File: config.mk
export PLATFORM = sky130hd
export DESIGN_NAME = ext_irq_ctrl
export DESIGN_NICKNAME = d
export VERILOG_FILES = /design/src/core/ext_irq_pkg.sv /design/src/core/ext_irq_ctrl.sv /design/src/core/pin_sampler.sv
export SDC_FILE = /design/constraint.sdc
export NUM_CORES = 1
export LEC_CHECK = 0
export ABC_AREA = 1
export BUFFER_PORTS_ARGS = -buffer_cell sky130_fd_sc_hd__buf_2
export CAP_MARGIN = 10
export CORE_MARGIN = 3
export CORE_UTILIZATION = 49
export CTS_BUF_LIST = sky130_fd_sc_hd__clkbuf_16
export CTS_CLUSTER_SIZE = 25
export DETAILED_ROUTE_END_ITERATION = 10
export PLACE_DENSITY = 0.81
export SLEW_MARGIN = 20
export SYNTH_ARGS = -nofsm -noshare
export SYNTH_HDL_FRONTEND = slang
export SYNTH_HIERARCHICAL = 1
export SYNTH_SLANG_ARGS = --single-unit
File: constraint.sdc
create_clock -name sys_clk_in -period 1.1 [get_ports sys_clk_in]
set_input_delay 0.11 -clock sys_clk_in [delete_from_list [all_inputs] [get_ports sys_clk_in]]
set_output_delay 0.11 -clock sys_clk_in [all_outputs]
set_load 0.005 [all_outputs]
File: src/core/ext_irq_pkg.sv
// constants, register map and types for the external pin interrupt block
// assumes one 250 MHz clock and a plain strobe register port
package ext_irq_pkg;

  localparam int ADDR_W = 3;
  localparam int DATA_W = 8;
  localparam int NUM_LINES = 3;

  // register offsets on the plain register port
  localparam logic [2:0] OFF_CONTROL        = 3'h0;
  localparam logic [2:0] OFF_CONTROL_STATUS = 3'h1;
  localparam logic [2:0] OFF_ENABLE         = 3'h2;
  localparam logic [2:0] OFF_FLAGS          = 3'h3;

  // field positions
  localparam int SENSE_A_LSB     = 0;
  localparam int SENSE_B_LSB     = 2;
  localparam int POLARITY_C_BIT  = 6;
  localparam int LINE_B_BIT      = 7;
  localparam int LINE_A_BIT      = 6;
  localparam int LINE_C_BIT      = 5;

  // values after reset
  localparam logic [7:0] CONTROL_RESET = 8'h00;
  localparam logic [7:0] ENABLE_RESET  = 8'h00;
  localparam logic [2:0] FLAGS_RESET   = 3'h0;

  // timing
  localparam int CLK_PERIOD_NS     = 4;
  localparam int MIN_PULSE_NS      = 50;
  localparam int MIN_PULSE_CYCLES  = (MIN_PULSE_NS + CLK_PERIOD_NS - 1) / CLK_PERIOD_NS;
  localparam int SYNC_LATENCY      = 3;
  localparam int STARTUP_CYCLES    = 16;

  typedef enum logic [1:0] {
    SENSE_LOW  = 2'b00,
    SENSE_ANY  = 2'b01,
    SENSE_FALL = 2'b10,
    SENSE_RISE = 2'b11
  } sense_type;

  typedef enum logic [1:0] {
    WK_IDLE,
    WK_SAMPLE,
    WK_START
  } wake_state_type;

  typedef struct packed {
    logic              wr;
    logic              rd;
    logic [ADDR_W-1:0] addr;
    logic [DATA_W-1:0] wdata;
  } reg_req_type;

endpackage

File: src/core/ext_irq_ctrl.sv
// external pin interrupt controller: three lines, enables, pending flags, wake
// assumes cpu signals (global enable, acks, io clock run) share sys_clk_in
//
// How it works
// - pins detected even when driven as outputs
// - third line is edge only
// - low level requests while pin stays low
// - lines a/b edges need running io clock
// - level and line c work while asleep
// - level wake needs two watchdog samples
// - vanished level wakes but no request
// - line b sense field bits 3:2
// - line a sense field bits 1:0
// - pins sampled before edge detection
// - line c polarity bit 6, 0 falling
// - line c catches pulses over 50 ns
// - line enabled by own bit and global
// - each line has its own request
// - flags at bits 7,6,5, rest zero
// - flag set on event, cleared ack/one
// - flag forced clear in level mode
`timescale 1ns/100ps
module ext_irq_ctrl
#(
  parameter int STARTUP_CYCLES = ext_irq_pkg::STARTUP_CYCLES
)
(
  input  wire logic                      sys_clk_in,  // system clock
  input  wire logic                      rst_in,      // async reset, active high
  input  wire ext_irq_pkg::reg_req_type  reg_req_in,  // register access
  output logic [ext_irq_pkg::DATA_W-1:0] rd_data_out, // read data, cycle after read
  input  wire logic [2:0]                line_pin_in, // pins: 0 a, 1 b, 2 c
  input  wire logic                      wdt_clk_in,  // watchdog oscillator clock
  input  wire logic                      gie_in,      // global interrupt enable
  input  wire logic                      io_run_in,   // io clock running
  input  wire logic                      pdown_in,    // in power-down sleep
  input  wire logic [2:0]                irq_ack_in,  // handler entered, per line
  output logic [2:0]                     irq_req_out, // request per vector
  output logic                           wake_out     // one-cycle wake pulse
);

  localparam int CNT_W = (STARTUP_CYCLES > 1) ? $clog2(STARTUP_CYCLES) : 1;

  // refuse settings the logic cannot serve
  if (STARTUP_CYCLES < 1)
  begin : g_bad_startup
    $error("STARTUP_CYCLES must be at least one");
  end
  if (ext_irq_pkg::SYNC_LATENCY >= ext_irq_pkg::MIN_PULSE_CYCLES)
  begin : g_bad_sync
    $error("sync latency too long for the minimum pulse");
  end

  logic [7:0]             ctrl_q;
  logic                   pol_c_q;
  logic [2:0]             en_q;
  logic [2:0]             flag_q;
  logic [2:0]             flag_d;
  logic [2:0]             irq_req_q;
  logic [2:0]             irq_req_d;
  logic                   wake_q;
  logic                   wake_d;
  logic [7:0]             rd_data_q;
  logic [CNT_W-1:0]       start_cnt_q;
  ext_irq_pkg::wake_state_type wk_q;

  logic [3:0]             raw_pins;
  logic [3:0]             lvl;
  logic [3:0]             rise;
  logic [3:0]             fall;
  logic [2:0]             level_mode;
  logic [2:0]             edge_ev;
  logic [2:0]             clr;
  logic [2:0]             armed;
  logic                   level_low;
  logic                   wdt_tick;
  ext_irq_pkg::sense_type sense_a;
  ext_irq_pkg::sense_type sense_b;

  logic wr_ctrl;
  logic wr_stat;
  logic wr_en;
  logic wr_flag;

  assign wr_ctrl = reg_req_in.wr && reg_req_in.addr == ext_irq_pkg::OFF_CONTROL;
  assign wr_stat = reg_req_in.wr && reg_req_in.addr == ext_irq_pkg::OFF_CONTROL_STATUS;
  assign wr_en   = reg_req_in.wr && reg_req_in.addr == ext_irq_pkg::OFF_ENABLE;
  assign wr_flag = reg_req_in.wr && reg_req_in.addr == ext_irq_pkg::OFF_FLAGS;

  // pad level, whoever drives it
  assign raw_pins = {wdt_clk_in, line_pin_in};

  // sample every pin before looking at edges
  for (genvar i = 0; i < 4; i++)
  begin : g_pin
    pin_sampler u_sampler
    (
      .sys_clk_in (sys_clk_in),
      .rst_in     (rst_in),
      .pin_in     (raw_pins[i]),
      .level_out  (lvl[i]),
      .rise_out   (rise[i]),
      .fall_out   (fall[i])
    );
  end

  assign wdt_tick = rise[3];

  assign sense_a = ext_irq_pkg::sense_type'(ctrl_q[ext_irq_pkg::SENSE_A_LSB +: 2]);
  assign sense_b = ext_irq_pkg::sense_type'(ctrl_q[ext_irq_pkg::SENSE_B_LSB +: 2]);

  function automatic logic sense_hit(ext_irq_pkg::sense_type s, logic r, logic f);
    logic hit;
    hit = 1'b0;
    unique case (s)
      ext_irq_pkg::SENSE_LOW:  hit = 1'b0;
      ext_irq_pkg::SENSE_ANY:  hit = r | f;
      ext_irq_pkg::SENSE_FALL: hit = f;
      ext_irq_pkg::SENSE_RISE: hit = r;
    endcase
    return hit;
  endfunction

  // line c never runs in level mode
  assign level_mode = {1'b0, sense_b == ext_irq_pkg::SENSE_LOW,
                       sense_a == ext_irq_pkg::SENSE_LOW};

  // a/b edges need the io clock; line c does not
  assign edge_ev[0] = io_run_in & sense_hit(sense_a, rise[0], fall[0]);
  assign edge_ev[1] = io_run_in & sense_hit(sense_b, rise[1], fall[1]);
  assign edge_ev[2] = pol_c_q ? rise[2] : fall[2];

  // line's own bit and the global bit
  assign armed = en_q & {3{gie_in}};

  // flag layout: bit 7 b, bit 6 a, bit 5 c
  assign clr = irq_ack_in | {reg_req_in.wdata[ext_irq_pkg::LINE_C_BIT] & wr_flag,
                             reg_req_in.wdata[ext_irq_pkg::LINE_B_BIT] & wr_flag,
                             reg_req_in.wdata[ext_irq_pkg::LINE_A_BIT] & wr_flag};

  // set wins over clear; level mode holds the flag clear
  assign flag_d = ~level_mode & (edge_ev | (flag_q & ~clr));

  // armed level line held low, for wake-up sampling
  assign level_low = |(armed[1:0] & level_mode[1:0] & ~lvl[1:0]);

  // level requests are held back until wake-up completes
  assign irq_req_d = armed & ((level_mode & ~lvl[2:0] &
                              {3{wk_q == ext_irq_pkg::WK_IDLE}}) |
                              flag_d);

  assign wake_d = (wk_q == ext_irq_pkg::WK_SAMPLE && wdt_tick && level_low) |
                  (pdown_in & armed[2] & edge_ev[2]);

  always_ff @(posedge sys_clk_in or posedge rst_in)
  begin
    if (rst_in)
      ctrl_q <= ext_irq_pkg::CONTROL_RESET;
    else if (wr_ctrl)
      ctrl_q <= reg_req_in.wdata;
  end

  always_ff @(posedge sys_clk_in or posedge rst_in)
  begin
    if (rst_in)
      pol_c_q <= 1'b0;
    else if (wr_stat)
      pol_c_q <= reg_req_in.wdata[ext_irq_pkg::POLARITY_C_BIT];
  end

  always_ff @(posedge sys_clk_in or posedge rst_in)
  begin
    if (rst_in)
      en_q <= 3'h0;
    else if (wr_en)
      en_q <= {reg_req_in.wdata[ext_irq_pkg::LINE_C_BIT],
               reg_req_in.wdata[ext_irq_pkg::LINE_B_BIT],
               reg_req_in.wdata[ext_irq_pkg::LINE_A_BIT]};
  end

  always_ff @(posedge sys_clk_in or posedge rst_in)
  begin
    if (rst_in)
      flag_q <= ext_irq_pkg::FLAGS_RESET;
    else
      flag_q <= flag_d;
  end

  // each line drives its own vector request
  always_ff @(posedge sys_clk_in or posedge rst_in)
  begin
    if (rst_in)
      irq_req_q <= 3'h0;
    else
      irq_req_q <= irq_req_d;
  end

  // two watchdog samples, then start-up time
  always_ff @(posedge sys_clk_in or posedge rst_in)
  begin
    if (rst_in)
    begin
      wk_q        <= ext_irq_pkg::WK_IDLE;
      start_cnt_q <= '0;
    end
    else
    begin
      unique case (wk_q)
        ext_irq_pkg::WK_IDLE:
        begin
          start_cnt_q <= '0;
          if (pdown_in && wdt_tick && level_low)
            wk_q <= ext_irq_pkg::WK_SAMPLE;
        end
        ext_irq_pkg::WK_SAMPLE:
        begin
          if (wdt_tick)
            wk_q <= level_low ? ext_irq_pkg::WK_START : ext_irq_pkg::WK_IDLE;
        end
        ext_irq_pkg::WK_START:
        begin
          if (start_cnt_q == CNT_W'(STARTUP_CYCLES - 1))
            wk_q <= ext_irq_pkg::WK_IDLE;
          else
            start_cnt_q <= start_cnt_q + 1'b1;
        end
        default:
          wk_q <= ext_irq_pkg::WK_IDLE;
      endcase
    end
  end

  always_ff @(posedge sys_clk_in or posedge rst_in)
  begin
    if (rst_in)
      wake_q <= 1'b0;
    else
      wake_q <= wake_d;
  end

  // read data stands one cycle only; unmapped reads zero
  always_ff @(posedge sys_clk_in or posedge rst_in)
  begin
    if (rst_in)
      rd_data_q <= 8'h00;
    else if (reg_req_in.rd)
    begin
      unique case (reg_req_in.addr)
        ext_irq_pkg::OFF_CONTROL:        rd_data_q <= ctrl_q;
        ext_irq_pkg::OFF_CONTROL_STATUS: rd_data_q <= {1'b0, pol_c_q, 6'h00};
        ext_irq_pkg::OFF_ENABLE:         rd_data_q <= {en_q[1], en_q[0], en_q[2], 5'h00};
        ext_irq_pkg::OFF_FLAGS:          rd_data_q <= {flag_q[1], flag_q[0], flag_q[2],
                                                       5'h00};
        default:                         rd_data_q <= 8'h00;
      endcase
    end
    else
      rd_data_q <= 8'h00;
  end

  assign rd_data_out = rd_data_q;
  assign irq_req_out = irq_req_q;
  assign wake_out    = wake_q;

  // checks
  flag_c_set_a: assert property (@(posedge sys_clk_in) disable iff (rst_in)
    edge_ev[2] |=> flag_q[2])
    else $error("line c event did not set its flag");

  flag_clear_a: assert property (@(posedge sys_clk_in) disable iff (rst_in)
    flag_q[2] && irq_ack_in[2] && !edge_ev[2] |=> !flag_q[2] && !irq_req_out[2])
    else $error("acknowledged flag did not clear");

  level_flag_a: assert property (@(posedge sys_clk_in) disable iff (rst_in)
    level_mode[0] || level_mode[1] |=> (flag_q[1:0] & $past(level_mode[1:0])) == 2'b00)
    else $error("flag set while line in level mode");

  level_req_a: assert property (@(posedge sys_clk_in) disable iff (rst_in)
    armed[0] && level_mode[0] && !lvl[0] && wk_q == ext_irq_pkg::WK_IDLE
    |=> irq_req_out[0])
    else $error("held low level gave no request");

  global_gate_a: assert property (@(posedge sys_clk_in) disable iff (rst_in)
    !gie_in |=> irq_req_out == 3'h0)
    else $error("request raised with global enable clear");

  io_halt_a: assert property (@(posedge sys_clk_in) disable iff (rst_in)
    !io_run_in && !flag_q[1] |=> !flag_q[1])
    else $error("line b edge seen with io clock halted");

  sense_b_a: assert property (@(posedge sys_clk_in) disable iff (rst_in)
    io_run_in && ctrl_q[3:2] == 2'b10 && fall[1] |=> flag_q[1])
    else $error("line b falling edge missed");

  pin_delay_a: assert property (@(posedge sys_clk_in) disable iff (rst_in)
    io_run_in && ctrl_q[1:0] == 2'b11 && !line_pin_in[0] ##1 line_pin_in[0] [*3]
    |=> flag_q[0])
    else $error("sampled rising edge on line a missed");

  polarity_a: assert property (@(posedge sys_clk_in) disable iff (rst_in)
    pol_c_q && fall[2] && !flag_q[2] |=> !flag_q[2])
    else $error("line c took wrong edge");

  startup_a: assert property (@(posedge sys_clk_in) disable iff (rst_in)
    wk_q == ext_irq_pkg::WK_START |=> (irq_req_out[1:0] & $past(level_mode[1:0])) == 2'b00)
    else $error("level request during start-up");

  wake_two_a: assert property (@(posedge sys_clk_in) disable iff (rst_in)
    $rose(wk_q == ext_irq_pkg::WK_START) |-> $past(wk_q == ext_irq_pkg::WK_SAMPLE) && wake_out)
    else $error("start-up entered without second sample");

  regread_a: assert property (@(posedge sys_clk_in) disable iff (rst_in)
    reg_req_in.rd && reg_req_in.addr == ext_irq_pkg::OFF_FLAGS
    |=> rd_data_out == {$past(flag_q[1]), $past(flag_q[0]), $past(flag_q[2]), 5'h00})
    else $error("flag register read wrong");

  edge_req_c: cover property (@(posedge sys_clk_in) disable iff (rst_in)
    armed[2] && edge_ev[2] ##1 irq_req_out[2]);
  level_wake_c: cover property (@(posedge sys_clk_in) disable iff (rst_in)
    wk_q == ext_irq_pkg::WK_START ##1 wk_q == ext_irq_pkg::WK_IDLE);
  any_change_c: cover property (@(posedge sys_clk_in) disable iff (rst_in)
    sense_a == ext_irq_pkg::SENSE_ANY && io_run_in && fall[0]);
  write_clear_c: cover property (@(posedge sys_clk_in) disable iff (rst_in)
    wr_flag && flag_q != 3'h0);

endmodule // ext_irq_ctrl

File: src/core/pin_sampler.sv
// two-stage synchroniser plus edge detector for one pin
// assumes the pin is asynchronous to sys_clk_in
`timescale 1ns/100ps
module pin_sampler
(
  input  wire logic sys_clk_in, // system clock
  input  wire logic rst_in,     // async reset, active high
  input  wire logic pin_in,     // raw pin level
  output logic      level_out,  // synchronised level
  output logic      rise_out,   // one-cycle pulse on rising edge
  output logic      fall_out    // one-cycle pulse on falling edge
);

  logic meta_q;
  logic sync_q;
  logic prev_q;

  // first stage feeds only the second
  always_ff @(posedge sys_clk_in or posedge rst_in)
  begin
    if (rst_in)
    begin
      meta_q <= 1'b1;
      sync_q <= 1'b1;
      prev_q <= 1'b1;
    end
    else
    begin
      meta_q <= pin_in;
      sync_q <= meta_q;
      prev_q <= sync_q;
    end
  end

  assign level_out = sync_q;
  assign rise_out  = sync_q & ~prev_q;
  assign fall_out  = ~sync_q & prev_q;

endmodule // pin_sampler

==> results.json, run 1 <==
{
  "outcome": "finished, violations left",
  "violations": "negative setup slack",
  "ir_drop_mv": 1.41,
  "seqPwrFrac": 0.467,
  "dr.pass1.iters": 4,
  "drc_errors": 0,
  "worstPathCellList": "ha_4 -> nand2_4 -> o21ai_4 -> o21ai_2 -> nand3_1 -> o21ai_1",
  "numCtsBuffers": 5,
  "rsz0062_at_grt": "yes",
  "worst_path_largest_cell_delay_ps": 400,
  "critical-path-top-delay-family": "flip-flops",
  "start_util": 0.517,
  "vias_per_cell": 4.83,
  "maxCapViolations": 0,
  "vias": 1565,
  "p_leak_nw": 1.37,
  "synth_nets": 238,
  "grtUsageTotal": 0.179,
  "clk_pin_slew_ps": 60,
  "hold_class": "input port to flop",
  "die-area_sq_um": 4740,
  "grt_overflow": 0,
  "finalWirelength_um": 3990,
  "crit_buf_inv": 0,
  "use_met3": 0.0405,
  "drtIter0Drc": 45,
  "cts_num_sinks": 45,
  "crit_type": "flop to flop",
  "switching_share": 0.238,
  "syn_avg_cell_area_sq_um": 9.12,
  "stdcell_area_sq_um": 2590,
  "cp-start-kind": "flop",
  "critPathCaptureType": "flop",
  "gr-max-usage-layer": "met2",
  "cts_tree": "yes",
  "worstPathArrival_ps": 1380,
  "worstPathMaxFanout": 7,
  "slew_violations": 0,
  "timing.final.ws_setup_ps": -114,
  "fin_util": 0.693,
  "pin_count": 37,
  "insertion_delay_ps": 280,
  "cts-root-buf": "clkbuf_16",
  "drive_gt1_frac": 0.391,
  "use_met1": 0.204,
  "fin_crit_sh": 1.10,
  "syn2layout_area_growth_pct": 34.0,
  "ant_nets": 0,
  "die_h_um": 68.8,
  "grt_max_degree": 34,
  "yosysWarningCount": 6,
  "grt_pass1_vias": 1459,
  "finalHoldViolations": 0,
  "syn_inst": 212,
  "antenna_found_initial": 0,
  "grt_pass1_wl_um": 6130,
  "powerDensity_nw_per_um2": 1580,
  "power_frac_comb": 0.129,
  "place_congestion": 0.811,
  "setup_viol": 10,
  "fmax_mhz": 824,
  "placed_area_sq_um": 2270,
  "synth_area_sq_um": 1930,
  "power_frac_clock": 0.403,
  "cts_buffer_depth": 2,
  "crit_slowest_cell": "dfrtp_1",
  "portBuffers": 36,
  "worst_slew_pin_slew_ps": 255,
  "clock_skew_ps": 5.16,
  "required_ps": 1260,
  "dp_slack_ps": -108,
  "period_needed_ps": 1210,
  "dpl.hpwl_um": 2800,
  "net-switching-power_w": 0.000971,
  "grt_util_met2": 0.317,
  "p_int_w": 0.00312,
  "htree_levels": 2,
  "num_antenna_cells": 0,
  "core_sq_um": 3740,
  "nNetsFinal": 301,
  "routedWlPerCell_um": 12.3,
  "fp-row-count": 22,
  "relSlewSlack": 0.829,
  "fp.dieW_um": 68.8
}
[power groups by stage]
stage / combinational [W] / clock, W / sequential, W
after floorplan: 0.000272 / 0 / 0.00191
after global placement: 0.000454 / 0 / 0.00192
after detailed placement: 0.000473 / 0 / 0.00193
after CTS: 0.000510 / 0.00169 / 0.00191
after global routing: 0.000601 / 0.00173 / 0.00193
final: 0.000529 / 0.00165 / 0.00191
[what timing repair did]
action,CTS,global route
setup endpoints to repair,11,13
hold buffers,5,0
setup buffers,2,2
pin swaps,6,9
resized for setup,9,13
hold endpoints to repair,49,0
[final cells by class]
class                      instances  area, sq um
sequential                        45         1140
inverter                          41          156
tap                               48         60.1
timing repair buffer              57          363
multi-input combinational        125          704
fill                             290         1150
clock buffer                       5          125
clock inverter                     3         42.5
[routing by layer]
layer  vias up  wire (um)  share of wire
met5         -          0              0
met4         0         63          0.016
met3         7        165          0.041
met2        33       2090           0.52
met1       744       1670           0.42
li1        781          -              -
[placed cells by master, fill, tap and decap left out, types with 2 or more instances in the layout]
cell type / instances
o21ai_1: 6
nor2_2: 10
o21ai_2: 5
inv_2: 3
inv_1: 38
buf_2: 36
dlygate4sd3_1: 5
nor3_1: 7
dfstp_2: 12
buf_4: 15
clkbuf_16: 5
nor2_1: 16
nand2_4: 3
nand3_1: 10
nand4_1: 2
dfrtp_1: 33
nand2_1: 45
a21oi_2: 8
nand2_2: 2
[through the flow]
| stage | TNS, ps | hold slack (ps) | cells | power [W] |
|---|---|---|---|---|
| 2_1_floorplan | -91.0 | 43.3 | 212 | 0.00219 |
| 3_3_place_gp | -178 | 201 | 307 | 0.00238 |
| 3_5_place_dp | -441 | 206 | 307 | 0.00240 |
| 4_1_cts | -341 | 57.3 | 322 | 0.00411 |
| 5_1_grt | -1470 | 74.4 | 324 | 0.00426 |
| 6_report | -630 | 66.7 | 324 | 0.00409 |
[worst min-delay path, delay by kind of cell]
family | cells | cell delay [ps]
buffers and inverters | 2 | 150
AND/OR/NAND/NOR | 1 | 60
[state kept, by name, summed over array words and instances, names as in the netlist]
| register | flops |
|---|---|
| wake_out | 1 |
| start_cnt_q | 4 |
| irq_req_out | 3 |
| pol_c_q | 1 |
| g_pin.u_sampler/level_out | 4 |
| ctrl_q | 8 |
| en_q | 3 |
| wk_q | 2 |
| rd_data_out | 8 |
| g_pin.u_sampler/prev_q | 4 |
| flag_q | 3 |
| g_pin.u_sampler/meta_q | 4 |
[worst paths after layout]
path	startpoint	endpoint	slack, ps	cells past startpoint
max	start_cnt_q[0]$_DFFE_PP0P_	start_cnt_q[1]$_DFFE_PP0P_	-110	6
min	reg_req_in[11]	rd_data_out[5]$_DFF_PP0_	70	3
max reg2reg	start_cnt_q[0]$_DFFE_PP0P_	start_cnt_q[1]$_DFFE_PP0P_	-110	6
min reg2reg	g_pin[3].u_sampler/meta_q$_DFF_PP1_	g_pin[3].u_sampler/level_out$_DFF_PP1_	360	0
max in group asynchronous	rst_in	wk_q[0]$_DFFE_PP0P_	470	4
min in group asynchronous	rst_in	irq_req_out[1]$_DFF_PP0_	450	4
Note: power is estimated with default switching activity, not from simulation.
==> inputs of run 2 (changes only) <==
Settings changed: CORE_UTILIZATION 49 to 50, PLACE_DENSITY 0.81 to 0.79.
Clock period 1.1 ns to 1.4 ns, I/O delays scaled along.
==> results.json, run 2 (synthesis results as in run 1) <==
{
  "slew_violations": 0,
  "nNetsFinal": 289,
  "placed_area_sq_um": 2170,
  "holdPathStages": 3,
  "required_ps": 1550,
  "clk_pin_slew_ps": 60,
  "maxCapViolations": 0,
  "finalWirelength_um": 3650,
  "fin_crit_sh": 0.931,
  "dpl.hpwl_um": 2630,
  "rsz0062_at_grt": "no",
  "crit_cells": 6,
  "powerDensity_nw_per_um2": 1220,
  "worstPathMaxFanout": 4,
  "hold_start": "reg_req_in[11]",
  "cts_tree": "yes",
  "ir_drop_mv": 0.842,
  "cp-startpoint": "start_cnt_q[0]$_DFFE_PP0P_",
  "setup_viol": 0,
  "cts_num_sinks": 45,
  "antenna_found_initial": 0,
  "dp_slack_ps": 109,
  "ant_nets": 0,
  "outcome": "finished, final reports clean",
  "crit-reg2reg-launch": "start_cnt_q[0]$_DFFE_PP0P_",
  "timing.final.ws_setup_ps": 96.9,
  "relSlewSlack": 0.725,
  "layout_common_cells": "nand2_1, inv_1, buf_2",
  "power_frac_clock": 0.369,
  "crit_slowest_cell": "dfrtp_1",
  "critical-path-top-delay-family": "flip-flops",
  "drc_errors": 0,
  "drive_gt1_frac": 0.288,
  "hold_class": "input port to flop",
  "period_needed_ps": 1300,
  "insertion_delay_ps": 280,
  "portBuffers": 36,
  "p_leak_nw": 1.29,
  "crit_buf_inv": 1,
  "numCtsBuffers": 5,
  "setup_tns_ps": 0,
  "die_h_um": 68.2,
  "clock_skew_ps": 3.14,
  "die-area_sq_um": 4650,
  "critPathCaptureType": "flop",
  "place_congestion": 0.841,
  "cp-start-kind": "flop",
  "core_sq_um": 3520,
  "worstPathArrival_ps": 1450,
  "vias_per_cell": 4.73,
  "seqPwrFrac": 0.518,
  "grt_pass1_vias": 1419,
  "rr_endpoint": "start_cnt_q[3]$_DFFE_PP0P_",
  "grtUsageTotal": 0.179,
  "cts_buffer_depth": 2,
  "fp-row-count": 21,
  "syn2layout_area_growth_pct": 23.3,
  "grt_overflow": 0,
  "drtIter0Drc": 101,
  "fin_util": 0.677,
  "fp.dieW_um": 68.2,
  "net-switching-power_w": 0.000695,
  "pin_count": 37,
  "vias": 1465,
  "fmax_mhz": 767,
  "worst_path_largest_cell_delay_ps": 390,
  "num_antenna_cells": 0,
  "routedWlPerCell_um": 11.8,
  "grt_pass1_wl_um": 6000,
  "htree_levels": 2,
  "start_util": 0.549,
  "grt_max_degree": 34,
  "power_frac_comb": 0.114,
  "worst_slew_pin_slew_ps": 412,
  "final_common_cell": "nand2_1",
  "p_int_w": 0.00220,
  "ff2ff_path_depth": 6,
  "crit_end": "start_cnt_q[3]$_DFFE_PP0P_",
  "cts-root-buf": "clkbuf_16",
  "dr.pass1.iters": 4,
  "r2r_slack_ps": 100,
  "switching_share": 0.240,
  "stdcell_area_sq_um": 2380,
  "finalHoldViolations": 0,
  "crit_type": "flop to flop",
  "worstPathCellList": "ha_1 -> nand2_2 -> o21ai_4 -> buf_4 -> nor3_1 -> nor3_2"
}
==> run 2: cell types whose count changed in the layout (fill, tap and decap cells not counted), moves of 3 or more <==
| cell | previous run | this run |
|---|---|---|
| a21oi_1 | 1 | 4 |
| inv_1 | 38 | 42 |
| nor2_1 | 16 | 23 |
| a21oi_2 | 8 | 5 |
| buf_4 | 15 | 4 |
| nor2_2 | 10 | 3 |
==> run 2: worst min-delay path by stage <==
stage                                        endpoint  slack (ps)
5_1_grt                      rd_data_out[7]$_DFF_PP0_          80
4_1_cts                      rd_data_out[7]$_DFF_PP0_          70
6_report                     rd_data_out[7]$_DFF_PP0_          80
3_3_place_gp      g_pin[1].u_sampler/meta_q$_DFF_PP1_         230
2_1_floorplan  g_pin[0].u_sampler/level_out$_DFF_PP1_          70
3_5_place_dp      g_pin[1].u_sampler/meta_q$_DFF_PP1_         240
==> run 2: what timing repair did <==
item,4_1_cts,5_1_grt
gates resized for setup,0,2
hold endpoints to repair,49,0
buffers inserted,0,3
hold buffers,5,0
endpoints found under the setup margin,0,1
==> run 2: power by group through the flow <==
stage	combinational (W)	clock, W	sequential, W
3_3_place_gp	0.000311	0	0.00152
4_1_cts	0.000335	0.00110	0.00150
3_5_place_dp	0.000320	0	0.00152
6_report	0.000330	0.00107	0.00150
5_1_grt	0.000379	0.00115	0.00151
2_1_floorplan	0.000214	0	0.00150
==> run 2: area by class of cell <==
| class | instances | area (sq um) |
|---|---|---|
| clock buffers | 5 | 125 |
| clock inverters | 3 | 11.3 |
| fillers | 290 | 1140 |
| inverters | 41 | 156 |
| multi-input cells | 125 | 633 |
| flip-flops and latches | 45 | 1140 |
| well taps | 46 | 57.6 |
| repair buffers | 45 | 260 |
==> run 2: worst register-to-register path, cell delays in order, from the launching register on <==
cell     delay, ps
dfrtp_1        390
ha_1           220
nand2_2         90
o21ai_4         80
buf_4          150
nor3_1         170
nor3_2          70
==> run 2: through the flow <==
stage | total power, W | hold slack, ps | cells
after detailed placement | 0.00184 | 237 | 294
final | 0.00290 | 81.8 | 310
after global routing | 0.00304 | 76.9 | 310
after CTS | 0.00293 | 73.2 | 307
after floorplan | 0.00172 | 73.3 | 212
after global placement | 0.00183 | 230 | 294
==> run 2: routing by layer <==
layer	wire, um	share of wire	global-route usage
met2	1810	0.50	0.302
met3	184	0.050	0.0542
met5	0	0	0
met4	53	0.015	0.0670
met1	1600	0.44	0.215
==> inputs of run 3 (changes only) <==
Settings changed: CORE_UTILIZATION 50 to 53, CTS_CLUSTER_DIAMETER set to 50, PLACE_DENSITY 0.79 to 0.83.
==> results.json, run 3 (synthesis results as in run 1) <==
{
  "nNetsFinal": 287,
  "grt_pass1_wl_um": 6400,
  "fin_crit_sh": 0.929,
  "num_antenna_cells": 0,
  "outcome": "finished, final reports clean",
  "powerDensity_nw_per_um2": 1230,
  "maxCapViolations": 0,
  "htree_levels": 2,
  "pin_count": 37,
  "clk_pin_slew_ps": 60,
  "setup_viol": 0,
  "vias_per_cell": 4.86,
  "grt_util_met2": 0.333,
  "worst_path_largest_cell_delay_ps": 380,
  "hold_class": "input port to flop",
  "start_util": 0.566,
  "nFillCells": 285,
  "required_ps": 1560,
  "grt_pass1_vias": 1459,
  "syn2layout_area_growth_pct": 22.4,
  "dpl.hpwl_um": 2760,
  "relSlewSlack": 0.725,
  "slew_violations": 0,
  "cp-start-kind": "flop",
  "die_h_um": 66.4,
  "portBuffers": 36,
  "worstPathMaxFanout": 7,
  "dr.pass1.iters": 4,
  "crit_type": "flop to flop",
  "final_common_cell": "nand2_1",
  "timing.final.ws_setup_ps": 100,
  "vias": 1498,
  "placed_area_sq_um": 2170,
  "worst_slew_pin_slew_ps": 413,
  "ir_drop_mv": 1.05,
  "cts_tree": "yes",
  "critPathCaptureType": "flop",
  "core_sq_um": 3420,
  "power_w": 0.00291,
  "finalWirelength_um": 3870,
  "stdcell_area_sq_um": 2370,
  "fp-row-count": 21,
  "layout_common_cells": "nand2_1, inv_1, buf_2",
  "use_met1": 0.237,
  "place_congestion": 0.869,
  "fmax_mhz": 769,
  "worstPathCellList": "ha_2 -> nand2_1 -> o21ai_4 -> o21ai_2 -> nand3_1 -> o21ai_0",
  "holdWs_ps": 72.2,
  "fp.dieW_um": 66.4,
  "cts-root-buf": "clkbuf_16",
  "numCtsBuffers": 5,
  "use_met3": 0.0663,
  "gr-max-usage-layer": "met2",
  "period_needed_ps": 1300,
  "routedWlPerCell_um": 12.6,
  "drc_errors": 0,
  "crit_slowest_cell": "dfrtp_1",
  "worstPathArrival_ps": 1460,
  "cts_buffer_depth": 2,
  "grt_overflow": 0,
  "p_leak_nw": 1.27,
  "grtUsageTotal": 0.203,
  "insertion_delay_ps": 280,
  "finalHoldViolations": 0,
  "drive_gt1_frac": 0.282,
  "ant_nets": 0,
  "antenna_found_initial": 0,
  "drtIter0Drc": 63,
  "cts_num_sinks": 45,
  "die-area_sq_um": 4410,
  "dp_slack_ps": 105,
  "grt_max_degree": 34,
  "clock_skew_ps": 5.15
}
-- run 3: cell count changes in the layout (fill, tap and decap cells not counted), sizes merged --
cell	before	now
clkinv	0	1
buf	40	38
inv	44	43
-- run 3: per-layer routing --
| metal | up-vias | wire [um] |
|---|---|---|
| li1 | 754 | - |
| met1 | 698 | 1640 |
| met2 | 36 | 1940 |
| met3 | 10 | 178 |
| met4 | 0 | 107 |
| met5 | - | 0 |
-- run 3: area by class of cell --
type	count	area [sq um]	area share
inverter	41	156	0.0660
clock inverter	3	11.3	0.00475
sequential	45	1140	0.482
timing repair buffer	43	245	0.104
clock buffer	5	125	0.0528
multi-input combinational	125	632	0.267
tap	46	57.6	0.0243
-- run 3: report_power, final --
part / switching [W] / total, W / internal [W] / leakage, nW
clock: 0.000436 / 0.00108 / 0.000641 / 0.0738
combinational: 0.000204 / 0.000339 / 0.000135 / 0.641
sequential: 0.0000714 / 0.00150 / 0.00143 / 0.555
total: 0.000711 / 0.00291 / 0.00220 / 1.27
-- run 3: worst paths after layout --
check,slack [ps],start,endpoint,depth (start not counted)
max,100,start_cnt_q[0]$_DFFE_PP0P_,start_cnt_q[1]$_DFFE_PP0P_,6
min,70,reg_req_in[11],rd_data_out[7]$_DFF_PP0_,3
max reg2reg,100,start_cnt_q[0]$_DFFE_PP0P_,start_cnt_q[1]$_DFFE_PP0P_,6
min reg2reg,350,g_pin[0].u_sampler/meta_q$_DFF_PP1_,g_pin[0].u_sampler/level_out$_DFF_PP1_,0
max in group asynchronous,580,rst_in,ctrl_q[0]$_DFFE_PP0P_,4
min in group asynchronous,480,rst_in,g_pin[1].u_sampler/meta_q$_DFF_PP1_,3
-- run 3: timing repair --
action / in CTS / in global routing
buffers inserted: 0 / 1
gates resized for setup: 0 / 2
hold endpoints to repair: 49 / 0
hold buffers: 5 / 0
setup endpoints to repair: 0 / 1
-- run 3: through the flow --
stage                util  TNS, ps  cells
floorplan               -        0    212
global placement    0.635        0    294
detailed placement  0.635        0    294
CTS                 0.689        0    307
global route        0.693    -6.53    308
finish              0.693        0    308
-- run 3: critical path, delay by kind of cell (launching register included) --
family	cells	cell delay, ps
flops	1	380
simple gates	2	170
compound gates	3	430
fa+ha+maj	1	190
